**src/hw/dcs_pkg.sv**
```systemverilog
// constants, encodings and decode functions of the debug command/status block
package dcs_pkg;

   // ------------------------------------------------------------------
   // start-up timing
   // ------------------------------------------------------------------
   localparam int unsigned READY_CYC       = 10;
   localparam int unsigned MODE_SAMPLE_CYC = 3;

   // ------------------------------------------------------------------
   // pin signalling, in core clock cycles
   // ------------------------------------------------------------------
   localparam int unsigned TX_BIT_CYC      = 16;
   localparam int unsigned TX_ZERO_LOW_CYC = 13;
   localparam int unsigned TX_ONE_LOW_CYC  = 4;
   localparam int unsigned SPEEDUP_CYC     = 1;

   // ------------------------------------------------------------------
   // command opcodes
   // ------------------------------------------------------------------
   localparam logic [7:0] OP_READ_STATUS  = 8'h2d;
   localparam logic [7:0] OP_WRITE_STATUS = 8'h0d;
   localparam logic [7:0] OP_ERASE_FLASH  = 8'h95;
   localparam logic [7:0] OP_BACKGROUND   = 8'h04;
   localparam logic [7:0] OP_GO           = 8'h08;
   localparam logic [7:0] OP_SINGLE_STEP_COMMAND        = 8'h0a;
   localparam logic [7:0] OP_READ_MEM     = 8'h30;
   localparam logic [7:0] OP_DUMP_MEM     = 8'h32;
   localparam logic [7:0] OP_READ_SAME    = 8'h54;
   localparam logic [7:0] OP_WRITE_MEM    = 8'h10;
   localparam logic [7:0] OP_FILL_MEM     = 8'h12;
   localparam logic [7:0] OP_WS_MASK      = 8'h01;

   // ------------------------------------------------------------------
   // status register layout and reset values
   // ------------------------------------------------------------------
   localparam int unsigned HI_ILLEGAL = 0;
   localparam int unsigned HI_NO_RESPONSE_FLAG  = 1;
   localparam int unsigned HI_WAIT    = 2;
   localparam int unsigned HI_UNSECURED_FLAG   = 3;
   localparam int unsigned HI_ERASE   = 4;
   localparam int unsigned HI_HALTED  = 5;
   localparam int unsigned LO_ENABLE  = 7;
   localparam logic [7:0]  STATUS_RST = 8'h00;
   localparam logic [7:0]  FILL_BYTE  = 8'hee;

   // ------------------------------------------------------------------
   // state encodings
   // ------------------------------------------------------------------
   typedef enum logic [2:0] {
      MS_NONE  = 3'b001,
      MS_READ  = 3'b010,
      MS_WRITE = 3'b100
   } dcs_mseq_type;

   typedef enum logic [2:0] {
      TX_IDLE = 3'b001,
      TX_LOW  = 3'b010,
      TX_HIGH = 3'b100
   } dcs_tx_type;

   // ------------------------------------------------------------------
   // opcode decoding
   // ------------------------------------------------------------------
   function automatic logic [7:0] dcs_base(input logic [7:0] op);
      dcs_base = op & ~OP_WS_MASK;
   endfunction

   function automatic logic dcs_is_mem(input logic [7:0] op);
      logic [7:0] b;
      b = dcs_base(op);
      dcs_is_mem = (b == OP_READ_MEM) || (b == OP_DUMP_MEM) ||
                   (b == OP_READ_SAME) || (b == OP_WRITE_MEM) ||
                   (b == OP_FILL_MEM);
   endfunction

   function automatic logic dcs_is_always(input logic [7:0] op);
      dcs_is_always = (op == OP_READ_STATUS) || (op == OP_WRITE_STATUS) ||
                      (op == OP_ERASE_FLASH);
   endfunction

   function automatic logic dcs_is_known(input logic [7:0] op);
      dcs_is_known = dcs_is_always(op) || dcs_is_mem(op) ||
                     (op == OP_BACKGROUND) || (op == OP_GO) ||
                     (op == OP_SINGLE_STEP_COMMAND);
   endfunction

   function automatic logic dcs_is_active(input logic [7:0] op);
      dcs_is_active = dcs_is_mem(op) || (op == OP_GO) || (op == OP_SINGLE_STEP_COMMAND);
   endfunction

   function automatic logic dcs_is_read(input logic [7:0] op);
      logic [7:0] b;
      b = dcs_base(op);
      dcs_is_read = dcs_is_mem(op) && ((b == OP_READ_MEM) ||
                    (b == OP_DUMP_MEM) || (b == OP_READ_SAME));
   endfunction

   function automatic logic [2:0] dcs_nbytes(input logic [2:0] size);
      dcs_nbytes = ((size == 3'h0) || (size > 3'h4)) ? 3'h4 : size;
   endfunction

endpackage

```
**src/hw/dcs_sync.sv**
```systemverilog
// two-stage synchroniser for the debug wire pin
`timescale 1ns/100ps
module dcs_sync (
   input  wire logic sys_clk_i,
   input  wire logic arst_n_i,
   input  wire logic async_i,
   output logic      sync_o
);

   logic meta_q;

   // pin idles high through its pull-up
   always_ff @(posedge sys_clk_i or negedge arst_n_i) begin
      if (!arst_n_i) begin
         meta_q <= 1'b1;
         sync_o <= 1'b1;
      end else begin
         meta_q <= async_i;
         sync_o <= meta_q;
      end
   end

endmodule

```
**src/hw/dcs_pin_drv.sv**
```systemverilog
// pseudo-open-drain driver with a speed-up pulse after each low phase
`timescale 1ns/100ps
module dcs_pin_drv #(
   parameter int unsigned SPEEDUP = dcs_pkg::SPEEDUP_CYC
) (
   input  wire logic sys_clk_i,
   input  wire logic arst_n_i,
   input  wire logic pull_low_i,
   output logic      pin_o,
   output logic      pin_oe_o
);
   import dcs_pkg::*;

   localparam logic [3:0] SPEEDUP_CNT = 4'(SPEEDUP);

   logic [3:0] spd_cnt_q;
   logic [3:0] spd_cnt_d;
   logic       low_q;
   logic       rise_w;

   // high drive only right after our own low, so no party fights it
   assign rise_w    = low_q && !pull_low_i;
   assign spd_cnt_d = rise_w ? SPEEDUP_CNT :
                      (spd_cnt_q != 4'h0) ? spd_cnt_q - 4'h1 : 4'h0;

   always_ff @(posedge sys_clk_i or negedge arst_n_i) begin
      if (!arst_n_i) begin
         low_q     <= 1'b0;
         spd_cnt_q <= 4'h0;
         pin_o     <= 1'b1;
         pin_oe_o  <= 1'b0;
      end else begin
         low_q     <= pull_low_i;
         spd_cnt_q <= spd_cnt_d;
         pin_o     <= !pull_low_i;
         pin_oe_o  <= pull_low_i || (spd_cnt_d != 4'h0);
      end
   end

endmodule

```
**src/hw/dcs_debug_ctrl.sv**
```systemverilog
// command check, status flags and security gating of the debug controller
`timescale 1ns/100ps

// Function
// - a step into the wait instruction completes only after wait is left.
// - the first step into wait mode sets the wait-entered flag.
// - a further step while still waiting sets no-response and illegal flags.
// - pin is mode select during reset, serial line only afterwards.
// - pin is pulled low or given short high speed-up pulses, no conflicts.
// - the two status bytes are reached only by the status commands.
// - an unimplemented opcode sets the illegal-command flag in bit 0.
// - dump, fill or reread out of sequence sets the illegal-command flag.
// - a halted-mode command while not halted sets the illegal-command flag.
// - non always-available command while disabled or erasing is illegal.
// - non always-available command while secured is illegal.
// - a rejected read returns 0xEE for every data byte.
// - writing one clears the illegal-command flag, zero leaves it.
// - coming out of reset secured clears the unsecured flag.
// - while secured only the status register and erase are reachable.
// - a good mass erase programs security open and sets the unsecured flag.
// - a failed mass erase leaves the part secured and the flag clear.
// - halted mode needs the enable bit set by the write-status command.
// - the first command is taken ten cycles after reset release.
module dcs_debug_ctrl #(
   parameter int unsigned BIT_CYC  = dcs_pkg::TX_BIT_CYC,
   parameter int unsigned ZERO_LOW = dcs_pkg::TX_ZERO_LOW_CYC,
   parameter int unsigned ONE_LOW  = dcs_pkg::TX_ONE_LOW_CYC
) (
   input  wire logic        sys_clk_i,
   input  wire logic        arst_n_i,
   input  wire logic        dbg_wire_pin_i,
   output logic             dbg_wire_pin_o,
   output logic             dbg_wire_pin_oe_o,
   input  wire logic        cmd_valid_i,
   input  wire logic [7:0]  cmd_opcode_i,
   input  wire logic [15:0] cmd_wdata_i,
   input  wire logic [2:0]  cmd_size_i,
   input  wire logic        mem_rvalid_i,
   input  wire logic [31:0] mem_rdata_i,
   input  wire logic        cpu_bgnd_i,
   input  wire logic        cpu_wait_i,
   input  wire logic        cpu_step_done_i,
   input  wire logic        secure_i,
   input  wire logic        erase_done_i,
   input  wire logic        erase_ok_i,
   output logic             ready_o,
   output logic             mode_select_o,
   output logic             dbg_rx_o,
   output logic             tx_busy_o,
   output logic             cmd_exec_o,
   output logic [7:0]       cmd_exec_op_o,
   output logic             cpu_halt_o,
   output logic             cpu_go_o,
   output logic             cpu_step_o,
   output logic             erase_req_o,
   output logic             program_unsecured_flag_o,
   output logic [7:0]       status_hi_o,
   output logic [7:0]       status_lo_o
);
   import dcs_pkg::*;

   // ------------------------------------------------------------------
   // constants sized to their targets
   // ------------------------------------------------------------------
   localparam logic [3:0] READY_CNT  = 4'(READY_CYC - 1);
   localparam logic [3:0] SAMPLE_CNT = 4'(MODE_SAMPLE_CYC);
   localparam logic [7:0] BIT_CNT    = 8'(BIT_CYC);
   localparam logic [7:0] ZERO_CNT   = 8'(ZERO_LOW);
   localparam logic [7:0] ONE_CNT    = 8'(ONE_LOW);

   // ------------------------------------------------------------------
   // declarations
   // ------------------------------------------------------------------
   logic         pin_sync_w, ready_q, start_w, busy_q, step_pend_q;
   logic         ill_q, no_response_flag_q, wait_q, unsecured_flag_q, enable_q, halted_q;
   logic         cpu_wait_q, rd_wait_q, acc_w, known_w, always_w, active_w;
   logic         read_w, seq_bad_w, gate_bad_w, step_wait_w, ill_w, legal_w;
   logic         wr_stat_w, rd_stat_w, is_step_w, is_go_w, is_bg_w, erase_w;
   logic         mem_w, wait_rise_w, step_fin_w, erase_good_w, ld_stat_w;
   logic         ld_fill_w, ld_mem_w, tx_load_w, bit_end_w;
   logic [2:0]   rd_size_q, ld_n_w;
   logic [3:0]   rdy_cnt_q;
   logic [5:0]   tx_bits_q;
   logic [7:0]   tx_cnt_q, op_w, low_cnt_w, hi_w, lo_w;
   logic [31:0]  tx_sh_q, ld_data_w;
   dcs_mseq_type mseq_q, mseq_d;
   dcs_tx_type   tx_q, tx_d;

   // ------------------------------------------------------------------
   // pin input and start-up
   // ------------------------------------------------------------------
   dcs_sync u_sync (
      .sys_clk_i (sys_clk_i),
      .arst_n_i  (arst_n_i),
      .async_i   (dbg_wire_pin_i),
      .sync_o    (pin_sync_w)
   );

   assign start_w = !ready_q && (rdy_cnt_q == READY_CNT);

   always_ff @(posedge sys_clk_i or negedge arst_n_i) begin
      if (!arst_n_i) begin
         rdy_cnt_q     <= 4'h0;
         ready_q       <= 1'b0;
         mode_select_o <= 1'b1;
         dbg_rx_o      <= 1'b1;
      end else begin
         if (!ready_q) begin
            rdy_cnt_q <= rdy_cnt_q + 4'h1;
         end
         if (start_w) begin
            ready_q <= 1'b1;
         end
         if (!ready_q && (rdy_cnt_q == SAMPLE_CNT)) begin
            mode_select_o <= pin_sync_w;
         end
         dbg_rx_o <= ready_q ? pin_sync_w : 1'b1;
      end
   end

   // ------------------------------------------------------------------
   // command checking
   // ------------------------------------------------------------------
   assign op_w     = cmd_opcode_i;
   assign acc_w    = cmd_valid_i && ready_q && (tx_q == TX_IDLE) &&
                     !rd_wait_q;
   assign known_w  = dcs_is_known(op_w);
   assign always_w = dcs_is_always(op_w);
   assign active_w = dcs_is_active(op_w);
   assign read_w   = dcs_is_read(op_w);

   assign seq_bad_w =
      ((dcs_base(op_w) == OP_DUMP_MEM) && (mseq_q != MS_READ)) ||
      ((dcs_base(op_w) == OP_READ_SAME) && (mseq_q != MS_READ)) ||
      ((dcs_base(op_w) == OP_FILL_MEM) && (mseq_q != MS_WRITE));

   assign gate_bad_w = !always_w &&
      (!enable_q || busy_q || !unsecured_flag_q);

   assign step_wait_w = acc_w && (op_w == OP_SINGLE_STEP_COMMAND) && step_pend_q &&
                        cpu_wait_i;

   // one flag for any mix of causes
   assign ill_w = acc_w && (!known_w || gate_bad_w ||
                  (active_w && !halted_q) ||
                  seq_bad_w);

   assign legal_w   = acc_w && !ill_w;
   assign wr_stat_w = legal_w && (op_w == OP_WRITE_STATUS);
   assign rd_stat_w = legal_w && (op_w == OP_READ_STATUS);
   assign is_step_w = legal_w && (op_w == OP_SINGLE_STEP_COMMAND);
   assign is_go_w   = legal_w && (op_w == OP_GO);
   assign is_bg_w   = legal_w && (op_w == OP_BACKGROUND);
   assign erase_w   = legal_w && (op_w == OP_ERASE_FLASH) && !busy_q;
   assign mem_w     = legal_w && dcs_is_mem(op_w);

   assign mseq_d = !acc_w ? mseq_q :
                   !mem_w ? MS_NONE :
                   read_w ? MS_READ : MS_WRITE;

   // ------------------------------------------------------------------
   // processor stepping and halted mode
   // ------------------------------------------------------------------
   assign wait_rise_w  = step_pend_q && cpu_wait_i && !cpu_wait_q;
   assign step_fin_w   = step_pend_q && cpu_step_done_i &&
                         !cpu_wait_i;
   assign erase_good_w = busy_q && erase_done_i && erase_ok_i;

   always_ff @(posedge sys_clk_i or negedge arst_n_i) begin
      if (!arst_n_i) begin
         halted_q    <= 1'b0;
         step_pend_q <= 1'b0;
         cpu_wait_q  <= 1'b0;
         mseq_q      <= MS_NONE;
      end else begin
         cpu_wait_q <= cpu_wait_i;
         mseq_q     <= mseq_d;
         if (is_step_w) begin
            step_pend_q <= 1'b1;
         end else if (step_fin_w) begin
            step_pend_q <= 1'b0;
         end
         if (is_go_w || is_step_w) begin
            halted_q <= 1'b0;
         end else if (is_bg_w || (cpu_bgnd_i && enable_q) ||
                      step_fin_w) begin
            halted_q <= 1'b1;
         end
      end
   end

   // ------------------------------------------------------------------
   // status flags
   // ------------------------------------------------------------------
   always_ff @(posedge sys_clk_i or negedge arst_n_i) begin
      if (!arst_n_i) begin
         ill_q    <= 1'b0;
         no_response_flag_q <= 1'b0;
         wait_q   <= 1'b0;
         enable_q <= 1'b0;
      end else begin
         // set wins over a clear in the same cycle
         ill_q    <= ill_w || (ill_q &&
                     !(wr_stat_w && cmd_wdata_i[8+HI_ILLEGAL]));
         no_response_flag_q <= step_wait_w || (no_response_flag_q &&
                     !(wr_stat_w && cmd_wdata_i[8+HI_NO_RESPONSE_FLAG]));
         wait_q   <= wait_rise_w || (wait_q &&
                     !(wr_stat_w && cmd_wdata_i[8+HI_WAIT]));
         if (wr_stat_w) begin
            enable_q <= cmd_wdata_i[LO_ENABLE];
         end
      end
   end

   // ------------------------------------------------------------------
   // security and mass erase
   // ------------------------------------------------------------------
   always_ff @(posedge sys_clk_i or negedge arst_n_i) begin
      if (!arst_n_i) begin
         unsecured_flag_q         <= 1'b0;
         busy_q          <= 1'b0;
         erase_req_o     <= 1'b0;
         program_unsecured_flag_o <= 1'b0;
      end else begin
         erase_req_o     <= erase_w;
         program_unsecured_flag_o <= erase_good_w;
         if (start_w) begin
            unsecured_flag_q <= !secure_i;
         end else if (erase_good_w) begin
            unsecured_flag_q <= 1'b1;
         end
         if (erase_w) begin
            busy_q <= 1'b1;
         end else if (erase_done_i) begin
            busy_q <= 1'b0;
         end
      end
   end

   // ------------------------------------------------------------------
   // command outputs to processor and memory path
   // ------------------------------------------------------------------
   always_ff @(posedge sys_clk_i or negedge arst_n_i) begin
      if (!arst_n_i) begin
         cmd_exec_o    <= 1'b0;
         cmd_exec_op_o <= 8'h00;
         cpu_go_o      <= 1'b0;
         cpu_step_o    <= 1'b0;
         rd_wait_q     <= 1'b0;
         rd_size_q     <= 3'h4;
      end else begin
         cmd_exec_o <= mem_w;
         cpu_go_o   <= is_go_w;
         cpu_step_o <= is_step_w;
         if (mem_w) begin
            cmd_exec_op_o <= op_w;
         end
         if (mem_w && read_w) begin
            rd_wait_q <= 1'b1;
            rd_size_q <= dcs_nbytes(cmd_size_i);
         end else if (mem_rvalid_i) begin
            rd_wait_q <= 1'b0;
         end
      end
   end

   // ------------------------------------------------------------------
   // response serialiser
   // ------------------------------------------------------------------
   assign ld_stat_w = rd_stat_w;
   assign ld_fill_w = ill_w && read_w;
   assign ld_mem_w  = rd_wait_q && mem_rvalid_i;
   assign tx_load_w = ld_stat_w || ld_fill_w || ld_mem_w;

   assign ld_data_w = ld_stat_w ? {hi_w, lo_w, 16'h0000} :
                      ld_fill_w ? {4{FILL_BYTE}} :
                      (mem_rdata_i << {(3'h4 - rd_size_q), 3'h0});
   assign ld_n_w    = ld_stat_w ? 3'h2 :
                      ld_fill_w ? dcs_nbytes(cmd_size_i) : rd_size_q;

   assign low_cnt_w = tx_sh_q[31] ? ONE_CNT : ZERO_CNT;
   assign bit_end_w = (tx_cnt_q == 8'h01);

   always_comb begin
      tx_d = tx_q;
      case (tx_q)
         TX_IDLE: begin
            if (tx_load_w) begin
               tx_d = TX_LOW;
            end
         end
         TX_LOW: begin
            if (bit_end_w) begin
               tx_d = TX_HIGH;
            end
         end
         TX_HIGH: begin
            if (bit_end_w) begin
               tx_d = (tx_bits_q == 6'h01) ? TX_IDLE : TX_LOW;
            end
         end
         default: begin
            tx_d = TX_IDLE;
         end
      endcase
   end

   always_ff @(posedge sys_clk_i or negedge arst_n_i) begin
      if (!arst_n_i) begin
         tx_q      <= TX_IDLE;
         tx_sh_q   <= 32'h0000_0000;
         tx_bits_q <= 6'h00;
         tx_cnt_q  <= 8'h00;
      end else begin
         tx_q <= tx_d;
         if ((tx_q == TX_IDLE) && tx_load_w) begin
            tx_sh_q   <= ld_data_w;
            tx_bits_q <= {ld_n_w, 3'h0};
            tx_cnt_q  <= ld_data_w[31] ? ONE_CNT : ZERO_CNT;
         end else if ((tx_q == TX_LOW) && bit_end_w) begin
            tx_cnt_q <= BIT_CNT - low_cnt_w;
         end else if ((tx_q == TX_HIGH) && bit_end_w) begin
            tx_sh_q   <= {tx_sh_q[30:0], 1'b0};
            tx_bits_q <= tx_bits_q - 6'h01;
            tx_cnt_q  <= tx_sh_q[30] ? ONE_CNT : ZERO_CNT;
         end else if (tx_q != TX_IDLE) begin
            tx_cnt_q <= tx_cnt_q - 8'h01;
         end
      end
   end

   dcs_pin_drv u_drv (
      .sys_clk_i  (sys_clk_i),
      .arst_n_i   (arst_n_i),
      .pull_low_i (tx_q == TX_LOW),
      .pin_o      (dbg_wire_pin_o),
      .pin_oe_o   (dbg_wire_pin_oe_o)
   );

   // ------------------------------------------------------------------
   // status bytes and level outputs
   // ------------------------------------------------------------------
   assign hi_w = {2'b00, halted_q, busy_q, unsecured_flag_q, wait_q, no_response_flag_q, ill_q};
   assign lo_w = STATUS_RST | {enable_q, 7'h00};

   always_ff @(posedge sys_clk_i or negedge arst_n_i) begin
      if (!arst_n_i) begin
         ready_o     <= 1'b0;
         tx_busy_o   <= 1'b0;
         cpu_halt_o  <= 1'b0;
         status_hi_o <= STATUS_RST;
         status_lo_o <= STATUS_RST;
      end else begin
         ready_o     <= ready_q;
         tx_busy_o   <= (tx_d != TX_IDLE) || rd_wait_q;
         cpu_halt_o  <= halted_q;
         status_hi_o <= hi_w;
         status_lo_o <= lo_w;
      end
   end

endmodule

```
**config.mk**
```make
export PLATFORM = sky130hd
export DESIGN_NAME = dcs_debug_ctrl
export DESIGN_NICKNAME = d
export VERILOG_FILES = /design/src/hw/dcs_pkg.sv /design/src/hw/dcs_sync.sv /design/src/hw/dcs_pin_drv.sv /design/src/hw/dcs_debug_ctrl.sv
export SDC_FILE = /design/constraint.sdc
export NUM_CORES = 1
export LEC_CHECK = 0
export BUFFER_PORTS_ARGS = -buffer_cell sky130_fd_sc_hd__buf_4
export CAP_MARGIN = 20
export CORE_ASPECT_RATIO = 0.75
export CORE_MARGIN = 8
export CORE_UTILIZATION = 45
export CTS_CLUSTER_SIZE = 20
export DETAILED_ROUTE_END_ITERATION = 12
export GPL_ROUTABILITY_DRIVEN = 1
export GPL_TIMING_DRIVEN = 0
export PLACE_DENSITY = 0.67
export SYNTH_ARGS = -nofsm -noshare
export SYNTH_HDL_FRONTEND = slang
export SYNTH_SLANG_ARGS = --single-unit
```
**constraint.sdc**
```tcl
create_clock -name sys_clk_i -period 5.6 [get_ports sys_clk_i]
set_input_delay 0.28 -clock sys_clk_i [delete_from_list [all_inputs] [get_ports sys_clk_i]]
set_output_delay 0.28 -clock sys_clk_i [all_outputs]
set_load 0.02 [all_outputs]
```
==> metrics.txt <==
Area Growth Syn to Fin 21.45%; Worst setup EP type flop; synthesized area 5431 sq um; Worst Hold Class in -> async; CP Class reg -> reg; Ports 106; post-synth top area cell dfrtp_1; largest net degree at the start of global routing 58; failing checks negative hold slack; uppermost layer routed met4; top-count cell post-synth dfrtp_1; met2 routed WL 6.588 mm; worst r2r path cells 7; share of the synthesized area in the top cell type 43.77%; combinational share of power 21.6%; Syn Inst Count 566; Final Routed Wirelength 14.76 mm; Worst-path clk slew 0.07 ns; worst relative slew slack 42.58%; port bufs 83; post-synthesis sequential area ratio 47.64%; FF+latch count, synth 103; Max-Cap Viols 0; dpl ws 2.580 ns; clk root buf clkbuf_16; Flop pwr share 48.1%; Final ANT Viol Nets 0; global-route wire length before repair 24.27 mm; CP Data Required Time 5.87 ns; Pint 1379 uW; Post-synth EDFFs 0; die width 142.9 um; gr ovfl total 0; CP startpoint kind flop; switching part of the total power 30.89%; Avg Cell Area, Syn 9.596 sq um; Most common cell on crit path nand2_1; Worst path depth 7; synth unique cells 63; met1 wire length 6.968 mm; CP max stage delay 0.66 ns; Final Max Tran Viols 0; Pre-antenna DRT Iters 5; R2R Setup Slk 2.48 ns; yosys warns 0; static leakage 0.003049 uW; CP Buf/Inv Count 1; Critical Path AT 3.39 ns; vias post-DR 4686; Worst path slowest cell nor4b_1; final worst slack 2.476 ns; PostCTS Resize Cnt 0; drt drc 0; height of the die 111.1 um; Starting DRT DRC Count 382; Initial Util 46.43%; total CTS buffers 9; initial antenna violation count 0; layout cell share with drive strength beyond 1 23.15%; peak supply drop 0.0001559 V; wire per inst 17.65 um; total chip power 1995 uW; Longest Clk Path Bufs 2; GP Congestion 0.9401; pwr dens 302.5 nW/um^2; DR vias/cell 5.605; Overall Global Routing Usage 18.95%; largest fanout on the critical path 10; CP top delay family simple AND/OR/NAND/NOR gates; largest cells by area after synthesis dfrtp_1 44%, nand2_1 5.9%, mux2i_1 4.1%, dfstp_2 3.9%, a21oi_1 3.5%; Synth async-reset ratio 100.0%; Hold Violations, Final 7; setup TNS 0 ns; status complete, but fails checks; diodes inserted 0; top_reg_cell synth dfrtp_1; CTS tree built; Die Area 15880 sq um; Nets 747; # hold bufs at CTS 0; Commonest cells post-synth 95 x dfrtp_1, 85 x nand2_1, 38 x a21oi_1; Layout Skew 0.008830 ns; Clk pwr share 30.2%; setup bufs post-CTS 0; Final setup viols 0; Skew-Pair Late Insertion Delay 0.35 ns; worst flop-to-flop path startpoint tx_cnt_q[0]; Clock Sinks 103; RSZ-0062 raised after global routing false; fin util 56.39%; Met3 Wirelength 1.059 mm; min Tclk post-route 3.124 ns; placeable core region 11700 sq um; fmax 0.3201 GHz; Hold Worst Slack -0.003653 ns; H-tree Lvls 3; Psw 616.4 uW; Detailed Place HPWL 11.12 mm; worst reg2reg path endpoint tx_sh_q[9]; CP cell instances ha_1 > nor4b_1 > nand2_1 > nor2_1 > clkbuf_1 > nand2_1 > a31oi_1; Worst Tran Pin Value 0.8547 ns; Core Rows 34; Tcrit/Tclk final 55.78%; vias in the first global route 4663
[per-layer routing]
| layer | vias up | global-route usage [%] |
|---|---|---|
| met5 | - | 0 |
| met1 | 2273 | 27.29 |
| met2 | 172 | 27.94 |
| li1 | 2227 | - |
| met3 | 14 | 4.733 |
| met4 | 0 | 4.025 |
[power by group through the flow]
stage          Sequential (uW)  Clock (uW)  Combinational [uW]
6_report                   961         604                 431
5_1_grt                    974         646                 488
4_1_cts                    958         615                 431
3_5_place_dp               969           0                 428
3_3_place_gp               966           0                 414
2_1_floorplan              950           0                 288
[cell type report]
class | count | area, sq um
fill | 1059 | 5102
multi-input combinational | 415 | 2608
sequential | 103 | 2587
timing repair buffer | 84 | 650.6
clock buffer | 10 | 239.0
buffer | 39 | 202.7
tap | 162 | 202.7
inverter | 17 | 63.81
clock inverter | 6 | 42.54
[cell families (layout without fill, tap and decap cells)]
| logic type | Yosys count | count (layout) | synth area share [%] |
|---|---|---|---|
| AOI/OAI and AO/OA | 142 | 142 | 16.29 |
| other | 1 | 9 | 0.06904 |
| adders and majority gates | 8 | 8 | 1.843 |
| and+or+nand+nor | 203 | 203 | 19.10 |
| xor gates and xnor gates | 13 | 13 | 2.096 |
| muxes | 40 | 40 | 8.063 |
| DFF | 103 | 103 | 47.64 |
| buffers and inverters | 56 | 156 | 4.907 |
[registers in the layout (all words and copies together), names as in the netlist, 3 cells and up]
name,cells
cmd_exec_op_o,8
mseq_q,3
rd_size_q,3
rdy_cnt_q,4
status_hi_o,6
tx_bits_q,6
tx_cnt_q,8
tx_q,3
tx_sh_q,32
u_drv.spd_cnt_q,4
[worst max-delay path by stage]
stage	slack [ns]	to	startpoint
finish	2.48	tx_sh_q[9]	tx_cnt_q[0]
global placement	2.60	tx_sh_q[13]	tx_cnt_q[0]
global route	2.24	tx_sh_q[9]	tx_cnt_q[0]
detailed placement	2.58	tx_sh_q[9]	tx_cnt_q[1]
CTS	2.54	tx_sh_q[9]	tx_cnt_q[0]
floorplan	3.15	cmd_exec_op_o[0]	tx_q[0]
[worst register-to-register path, stage by stage (launching register included)]
cell and delay (ns):
dfrtp_1 0.48, ha_1 0.18, nor4b_1 0.66, nand2_1 0.28
nor2_1 0.57, clkbuf_1 0.52, nand2_1 0.15, a31oi_1 0.20
[cells in the final DEF, fill, tap and decap left out, drive strengths merged, types with 3 or more instances in the layout]
cell	count
buf	106
dfrtp	95
nand2	85
a21oi	38
o21ai	30
clkbuf	27
nor2	26
a31oi	26
mux2i	22
nor3	21
inv	19
mux2	18
nand3	10
a22oi	10
conb	9
nand2b	8
a211oi	8
ha	8
dfstp	8
xnor2	7
xor2	6
and2	5
o22ai	5
nand3b	5
nor2b	5
nor3b	4
and3	4
or2	4
or3b	4
or3	3
o211ai	3
nand4	3
a21o	3
nand4b	3
or4	3
[stage by stage]
stage / area, sq um / cells
final: 6596 / 836
after global routing: 6596 / 836
after CTS: 6596 / 836
after detailed placement: 6315 / 820
after global placement: 6287 / 819
after floorplan: 5461 / 574
Note: power is estimated with default switching activity, not from simulation.
